`src/hw/dbp_pkg.sv`:
```
// shared constants for the data break port: widths, cycle phases, states
// assumes one clock at 10 MHz; one processor cycle is five clock phases
package dbp_pkg;
    localparam int ADDR_W     = 15;          // memory address width
    localparam int DATA_W     = 18;          // memory word width
    localparam int CMD_W      = 1 + ADDR_W + DATA_W;
    localparam int CMD_DIR_B  = CMD_W - 1;   // direction bit of a command
    localparam int CMD_ADDR_L = DATA_W;      // address field low bit
    localparam int BUF_DEPTH  = 2;           // entries in each data buffer
    localparam int CLK_MHZ    = 10;
    localparam int PHASE_NS   = 100;         // one timing phase
    localparam int PHASE_CLKS = (PHASE_NS * CLK_MHZ + 999) / 1000;

    // timing phases of one processor cycle
    typedef enum logic [2:0] {
        PH_T1 = 3'h0,
        PH_T2 = 3'h1,
        PH_T3 = 3'h2,
        PH_T4 = 3'h3,
        PH_T5 = 3'h4
    } dbp_phase_t;

    // device end sequencing
    typedef enum logic [1:0] {
        DS_IDLE = 2'h0,
        DS_REQ  = 2'h1,
        DS_XFER = 2'h2
    } dbp_dstate_t;

    localparam logic [ADDR_W-1:0] ADDR_RST = 15'h0000;
    localparam logic [DATA_W-1:0] DATA_RST = 18'h00000;
endpackage

```
`src/hw/dbp_link_if.sv`:
```
// link between the processor break port and a cycle-stealing device
// assumes both ends share one clock; no clocking block
`timescale 1ns/1ps
interface dbp_link_if;
    logic                         break_request;
    logic [dbp_pkg::ADDR_W-1:0]   device_address_lines;
    logic                         data_in_dir;
    logic [dbp_pkg::DATA_W-1:0]   inbound_data_lines;
    logic                         address_accept_pulse;
    logic                         inbound_strobe;
    logic                         outbound_strobe;
    logic [dbp_pkg::DATA_W-1:0]   buffered_memory_out;

    modport proc (
        input  break_request,
        input  device_address_lines,
        input  data_in_dir,
        input  inbound_data_lines,
        output address_accept_pulse,
        output inbound_strobe,
        output outbound_strobe,
        output buffered_memory_out
    );
    modport dev (
        output break_request,
        output device_address_lines,
        output data_in_dir,
        output inbound_data_lines,
        input  address_accept_pulse,
        input  inbound_strobe,
        input  outbound_strobe,
        input  buffered_memory_out
    );
endinterface

```
`src/hw/dbp_dev.sv`:
```
// device end of the data break port with two-entry buffers on each side
// assumes the processor end pulses accept and strobes for one clock each
`timescale 1ns/1ps
module dbp_fifo #(
    parameter int W = 8,
    parameter int D = 2
) (
    input  wire logic         REF_CLK,
    input  wire logic         RST_B,
    input  wire logic         IN_VALID,
    output logic              IN_READY,
    input  wire logic [W-1:0] IN_DATA,
    output logic              OUT_VALID,
    input  wire logic         OUT_READY,
    output logic [W-1:0]      OUT_DATA
);
    localparam int PW = (D > 1) ? $clog2(D) : 1;
    localparam int CW = $clog2(D + 1);

    logic [W-1:0]  mem_r [D];
    logic [PW-1:0] wp_r, wp_nxt, rp_r, rp_nxt;
    logic [CW-1:0] cnt_r, cnt_nxt;
    logic          push, pop;

    function automatic logic [PW-1:0] inc(input logic [PW-1:0] p);
        inc = (p == PW'(D - 1)) ? '0 : p + PW'(1);
    endfunction

    // honest full and empty from the fill count
    always_comb begin
        IN_READY  = (cnt_r != CW'(D));
        OUT_VALID = (cnt_r != '0);
        OUT_DATA  = mem_r[rp_r];
        push      = IN_VALID && IN_READY;
        pop       = OUT_VALID && OUT_READY;
        wp_nxt    = push ? inc(wp_r) : wp_r;
        rp_nxt    = pop ? inc(rp_r) : rp_r;
        cnt_nxt   = cnt_r + CW'(push) - CW'(pop);
    end

    always_ff @(posedge REF_CLK or negedge RST_B) begin
        if (!RST_B) begin
            wp_r  <= '0;
            rp_r  <= '0;
            cnt_r <= '0;
        end else begin
            wp_r  <= wp_nxt;
            rp_r  <= rp_nxt;
            cnt_r <= cnt_nxt;
        end
    end

    // storage carries no reset; only valid entries are read
    always_ff @(posedge REF_CLK) begin
        if (push) begin
            mem_r[wp_r] <= IN_DATA;
        end
    end
endmodule

module dbp_dev #(
    parameter int DEPTH = dbp_pkg::BUF_DEPTH
) (
    input  wire logic                       REF_CLK,
    input  wire logic                       RST_B,
    dbp_link_if.dev                         LINK,
    input  wire logic                       CMD_VALID,
    output logic                            CMD_READY,
    input  wire logic                       CMD_DIR_IN,
    input  wire logic [dbp_pkg::ADDR_W-1:0] CMD_ADDR,
    input  wire logic [dbp_pkg::DATA_W-1:0] CMD_DATA,
    output logic                            RD_VALID,
    input  wire logic                       RD_READY,
    output logic [dbp_pkg::DATA_W-1:0]      RD_DATA
);
    dbp_pkg::dbp_dstate_t          st_r, st_nxt;
    logic                          req_r, req_nxt;
    logic                          dir_r, dir_nxt;
    logic [dbp_pkg::ADDR_W-1:0]    adr_r, adr_nxt;
    logic [dbp_pkg::DATA_W-1:0]    dat_r, dat_nxt;
    logic                          hd_valid, hd_pop;
    logic [dbp_pkg::CMD_W-1:0]     hd_data;
    logic                          rb_ready, rb_push;

    dbp_fifo #(.W(dbp_pkg::CMD_W), .D(DEPTH)) u_cmd (
        .REF_CLK   (REF_CLK),
        .RST_B     (RST_B),
        .IN_VALID  (CMD_VALID),
        .IN_READY  (CMD_READY),
        .IN_DATA   ({CMD_DIR_IN, CMD_ADDR, CMD_DATA}),
        .OUT_VALID (hd_valid),
        .OUT_READY (hd_pop),
        .OUT_DATA  (hd_data)
    );

    // a stalled reader fills this and holds off further outbound breaks
    dbp_fifo #(.W(dbp_pkg::DATA_W), .D(DEPTH)) u_rd (
        .REF_CLK   (REF_CLK),
        .RST_B     (RST_B),
        .IN_VALID  (rb_push),
        .IN_READY  (rb_ready),
        .IN_DATA   (LINK.buffered_memory_out),
        .OUT_VALID (RD_VALID),
        .OUT_READY (RD_READY),
        .OUT_DATA  (RD_DATA)
    );

    // request sequencer: one break per command
    always_comb begin
        st_nxt  = st_r;
        req_nxt = req_r;
        dir_nxt = dir_r;
        adr_nxt = adr_r;
        dat_nxt = dat_r;
        hd_pop  = 1'b0;
        rb_push = 1'b0;
        case (st_r)
            dbp_pkg::DS_IDLE: begin
                // outbound only with room, so the word is never lost
                if (hd_valid && (hd_data[dbp_pkg::CMD_DIR_B] || rb_ready)) begin
                    dir_nxt = hd_data[dbp_pkg::CMD_DIR_B];
                    adr_nxt = hd_data[dbp_pkg::CMD_ADDR_L +: dbp_pkg::ADDR_W];
                    dat_nxt = hd_data[dbp_pkg::DATA_W-1:0];
                    req_nxt = 1'b1;
                    st_nxt  = dbp_pkg::DS_REQ;
                end
            end
            dbp_pkg::DS_REQ: begin
                if (LINK.address_accept_pulse) begin
                    req_nxt = 1'b0;
                    st_nxt  = dbp_pkg::DS_XFER;
                end
            end
            dbp_pkg::DS_XFER: begin
                if (dir_r && LINK.inbound_strobe) begin
                    hd_pop = 1'b1;
                    st_nxt = dbp_pkg::DS_IDLE;
                end else if (!dir_r && LINK.outbound_strobe) begin
                    rb_push = 1'b1;
                    hd_pop  = 1'b1;
                    st_nxt  = dbp_pkg::DS_IDLE;
                end
            end
            default: begin
                req_nxt = 1'b0;
                st_nxt  = dbp_pkg::DS_IDLE;
            end
        endcase
    end

    always_ff @(posedge REF_CLK or negedge RST_B) begin
        if (!RST_B) begin
            st_r  <= dbp_pkg::DS_IDLE;
            req_r <= 1'b0;
            dir_r <= 1'b0;
            adr_r <= dbp_pkg::ADDR_RST;
            dat_r <= dbp_pkg::DATA_RST;
        end else begin
            st_r  <= st_nxt;
            req_r <= req_nxt;
            dir_r <= dir_nxt;
            adr_r <= adr_nxt;
            dat_r <= dat_nxt;
        end
    end

    // lines held steady from request until the transfer ends
    assign LINK.break_request        = req_r;
    assign LINK.device_address_lines = adr_r;
    assign LINK.data_in_dir          = dir_r;
    assign LINK.inbound_data_lines   = dat_r;
endmodule

```
`src/flat_wrapper.sv`:
```
// flat-port wrapper written by rule: the top's interface ports become plain ports
module dbp_dev_flat 
#(
    parameter int DEPTH = dbp_pkg::BUF_DEPTH
)
  (REF_CLK, RST_B, CMD_VALID, CMD_READY, CMD_DIR_IN, CMD_ADDR, CMD_DATA, RD_VALID, RD_READY, RD_DATA, LINK_break_request, LINK_device_address_lines, LINK_data_in_dir, LINK_inbound_data_lines, LINK_address_accept_pulse, LINK_inbound_strobe, LINK_outbound_strobe, LINK_buffered_memory_out);
  dbp_link_if LINK_i ();
  input  wire logic REF_CLK;
  input  wire logic RST_B;
  input  wire logic CMD_VALID;
  output logic CMD_READY;
  input  wire logic CMD_DIR_IN;
  input  wire logic [dbp_pkg::ADDR_W-1:0] CMD_ADDR;
  input  wire logic [dbp_pkg::DATA_W-1:0] CMD_DATA;
  output logic RD_VALID;
  input  wire logic RD_READY;
  output logic [dbp_pkg::DATA_W-1:0] RD_DATA;
  output wire logic [$bits(LINK_i.break_request)-1:0] LINK_break_request;
  output wire logic [$bits(LINK_i.device_address_lines)-1:0] LINK_device_address_lines;
  output wire logic [$bits(LINK_i.data_in_dir)-1:0] LINK_data_in_dir;
  output wire logic [$bits(LINK_i.inbound_data_lines)-1:0] LINK_inbound_data_lines;
  input wire logic [$bits(LINK_i.address_accept_pulse)-1:0] LINK_address_accept_pulse;
  input wire logic [$bits(LINK_i.inbound_strobe)-1:0] LINK_inbound_strobe;
  input wire logic [$bits(LINK_i.outbound_strobe)-1:0] LINK_outbound_strobe;
  input wire logic [$bits(LINK_i.buffered_memory_out)-1:0] LINK_buffered_memory_out;
  assign LINK_break_request = LINK_i.break_request;
  assign LINK_device_address_lines = LINK_i.device_address_lines;
  assign LINK_data_in_dir = LINK_i.data_in_dir;
  assign LINK_inbound_data_lines = LINK_i.inbound_data_lines;
  assign LINK_i.address_accept_pulse = LINK_address_accept_pulse;
  assign LINK_i.inbound_strobe = LINK_inbound_strobe;
  assign LINK_i.outbound_strobe = LINK_outbound_strobe;
  assign LINK_i.buffered_memory_out = LINK_buffered_memory_out;
  dbp_dev #(.DEPTH(DEPTH)) u_core (.REF_CLK(REF_CLK), .RST_B(RST_B), .LINK(LINK_i), .CMD_VALID(CMD_VALID), .CMD_READY(CMD_READY), .CMD_DIR_IN(CMD_DIR_IN), .CMD_ADDR(CMD_ADDR), .CMD_DATA(CMD_DATA), .RD_VALID(RD_VALID), .RD_READY(RD_READY), .RD_DATA(RD_DATA));
endmodule
```
`config.mk`:
```
export PLATFORM = sky130hd
export DESIGN_NAME = dbp_dev_flat
export DESIGN_NICKNAME = d
export VERILOG_FILES = /design/src/hw/dbp_pkg.sv /design/src/hw/dbp_link_if.sv /design/src/hw/dbp_dev.sv /design/src/flat_wrapper.sv
export SDC_FILE = /design/constraint.sdc
export NUM_CORES = 1
export LEC_CHECK = 0
export BUFFER_PORTS_ARGS = -buffer_cell sky130_fd_sc_hd__buf_2
export CORE_UTILIZATION = 58
export DETAILED_ROUTE_END_ITERATION = 7
export PLACE_DENSITY = 0.82
export SYNTH_ARGS = -nofsm -noshare
export SYNTH_HDL_FRONTEND = slang
export SYNTH_SLANG_ARGS = --single-unit
```
`constraint.sdc`:
```
create_clock -name REF_CLK -period 6.6 [get_ports REF_CLK]
set_clock_uncertainty 0.15 [all_clocks]
set_input_delay 0 -clock REF_CLK [delete_from_list [all_inputs] [get_ports REF_CLK]]
set_output_delay 0 -clock REF_CLK [all_outputs]
set_load 0.01 [all_outputs]
```
==> impl_metrics.py <==
metrics = {
    "timing": {
        "setup_violations": 0,
        "period_needed_ps": 2790,
        "holdWs_ps": 54.6,
        "grt_setup_unrepaired": "false",
        "period_share": 0.423,
        "hold_viol": 0,
        "worst_pin_slew_ps": 1060,
        "setup_ws_ps": 3810,
        "maxSlewViolCount": 0,
        "fmax_mhz": 358,
        "maxSlewHeadroom": 0.291,
        "tns_ps": 0,
    },
    "routing": {
        "ant_nets": 0,
        "firstDrtPassIters": 4,
        "viasPerCell": 5.07,
        "drc_errors": 0,
        "dr.first_iter.drc_count": 122,
        "wl_per_cell_um": 17.7,
        "wirelength_um": 10800,
        "dr_total_vias": 3095,
    },
    "clock_network": {
        "clkTransAtPathRegs_ps": 70,
        "insertion_delay_ps": 510,
        "cts_htree_levels": 4,
        "clockBufferDepth": 2,
        "cts_tree": "yes",
        "numCtsBuffers": 17,
        "cts.sinks": 149,
        "cts-root-buf": "clkbuf_8",
    },
    "yosys": {
        "synth_area_um2": 5570,
        "ys_seq_area_frac": 0.763,
        "synth_cell_types": 27,
        "syn_nets": 347,
        "avgSynthCellArea_um2": 19.6,
        "syn_inst": 284,
        "synth_warnings": 0,
        "synth_seq_cells": 149,
    },
    "worst_hold_path": {
        "worstHoldPathCells": 2,
        "hold_path.class": "in2reg",
    },
    "floorplan": {
        "io_pins": 114,
        "die_h_um": 100,
        "core_area_um2": 9280,
        "num_rows": 35,
        "fp.dieW_um": 100,
        "fp.dieArea_um2": 9990,
        "start_util": 0.599,
    },
    "flow_run": {
        "max_cap_viol_count": 0,
    },
    "critical_path": {
        "crit_start": "u_core.u_cmd.rp_r",
        "cp.required_ps": 6840,
        "cp-start-kind": "flip-flop",
        "cp_max_fo": 35,
        "r2r_cells": 4,
        "critPathCapture": "u_core.LINK.device_address_lines[0]",
        "crit_type": "reg2reg",
        "endpoint_kind": "flip-flop",
        "r2r_start": "u_core.u_cmd.rp_r",
        "reg2reg_slack_ps": 3810,
        "critPathArrivalTime_ps": 3030,
        "r2r-end": "u_core.LINK.device_address_lines[0]",
    },
    "run_status": {
        "status": "finished clean",
    },
    "grt": {
        "track_usage": 0.237,
        "grt_max_degree": 46,
        "grt.overflow.total": 0,
        "grt_pass1_wl_um": 17000,
        "antenna_found_initial": 0,
        "grt_pass1_vias": 3376,
    },
    "final_layout": {
        "final_layout_size_suffix_gt1_frac": 0.485,
        "final_cell_mix": "buf_2 (113), edfxtp_1 (104), mux2_2 (83)",
        "multiInputGateArea_um2": 1250,
        "final_nets": 532,
        "final_common_cell": "buf_2",
        "diodes": 0,
        "area_growth_syn_to_layout_pct": 34.1,
        "seq_area_um2": 4250,
        "utilization": 0.804,
        "n_fill_cell": 498,
        "final_cells": 611,
    },
    "place": {
        "port_buffers": 113,
        "place_ws_ps": 3800,
        "post-dp-hpwl_um": 5730,
        "routabilityCongestion": 0.700,
        "dp.cells": 519,
    },
    "power": {
        "power-per-cell-area_nw_per_um2": 453,
        "peakVddDrop_mv": 0.297,
        "p_leak_nw": 2.95,
    },
}
## worst max-delay path, cell delays in order (launching register included)
cell       delay, ps
dfrtp_2          940
mux2i_1          280
a2111oi_4        390
buf_4            480
mux2_2           390
## sequential cells by signal, summed over array words and instances (netlist names)
register / flops
u_core.LINK.break_request: 1
u_core.LINK.data_in_dir: 1
u_core.LINK.device_address_lines: 15
u_core.LINK.inbound_data_lines: 18
u_core.st_r: 2
u_core.u_cmd.cnt_r: 2
u_core.u_cmd.mem_r: 68
u_core.u_cmd.rp_r: 1
u_core.u_cmd.wp_r: 1
u_core.u_rd.cnt_r: 2
u_core.u_rd.mem_r: 36
u_core.u_rd.rp_r: 1
u_core.u_rd.wp_r: 1
## cell families (layout without fill, tap and decap cells)
kind of cell,count (synthesis),after routing,share of synthesized area
flops,149,149,0.763
mux,85,85,0.172
xor+xnor,8,8,0.0126
buf+inv,13,211,0.0135
simple gates,17,17,0.0157
compound gates,8,8,0.0139
fa+ha+maj,4,4,0.00899
## cell type report
type                            count  area share
Sequential cell                   149       0.569
Clock inverter                     12      0.0225
Clock buffer                       20      0.0583
Tap cell                          129      0.0216
Inverter                            3     0.00151
Timing Repair Buffer              176       0.159
Multi-Input combinational cell    122       0.167
## stage by stage
stage	total power, mW	cell area [um2]
after floorplan	2.08	5570
after global routing	3.54	7460
after detailed placement	2.38	6260
after CTS	3.38	7460
final	3.38	7460
after global placement	2.33	6260
## power by group
part	switching (mW)	total, mW	internal (mW)
sequential	0.189	1.47	1.28
combinational	0.426	0.938	0.512
clock	0.375	0.969	0.593
total	0.990	3.38	2.39
## cells in the mapped netlist
master,instances,area (um2)
edfxtp_1,104,3120
clkbuf_1,5,18.8
buf_6,3,33.8
o21ai_0,2,10.0
xor2_1,2,17.5
and3_1,1,6.26
buf_1,1,3.75
inv_1,3,11.3
xnor2_1,6,52.6
nand2b_1,3,18.8
a21o_1,2,15.0
a2111oi_4,1,27.5
mux2_1,1,11.3
mux2i_1,1,10.0
nand2_1,3,11.3
a211oi_1,1,7.51
ha_1,4,50.1
or2_2,1,6.26
mux2_2,83,935
nor2_1,5,18.8
buf_4,1,7.51
nor2b_1,1,6.26
nand3b_1,1,7.51
or3_1,1,6.26
dfrtp_1,45,1130
o41ai_1,2,17.5
and2_1,1,6.26
## worst min path at each step
stage	startpoint	slack (ps)	endpoint
finish	CMD_ADDR[14]	50	u_core.u_cmd.mem_r[0][32]
global placement	CMD_DATA[1]	40	u_core.u_cmd.mem_r[1][1]
detailed placement	CMD_ADDR[11]	40	u_core.u_cmd.mem_r[1][29]
floorplan	RST_B	-450	u_core.LINK.break_request
global route	CMD_DATA[12]	40	u_core.u_cmd.mem_r[1][12]
CTS	CMD_ADDR[14]	30	u_core.u_cmd.mem_r[0][32]
## what timing repair did
action / 4_1_cts / 5_1_grt
resized for setup: 0 / 0
setup buffers: 0 / 0
hold buffers: 60 / 0
hold endpoints to repair: 157 / 0
## metal layers
metal,global-route usage,share of wire
met5,0,0
met4,0.0792,0.0087
met1,0.268,0.40
met2,0.427,0.54
met3,0.0745,0.054
No activity file was read; power rests on OpenSTA's default activity.
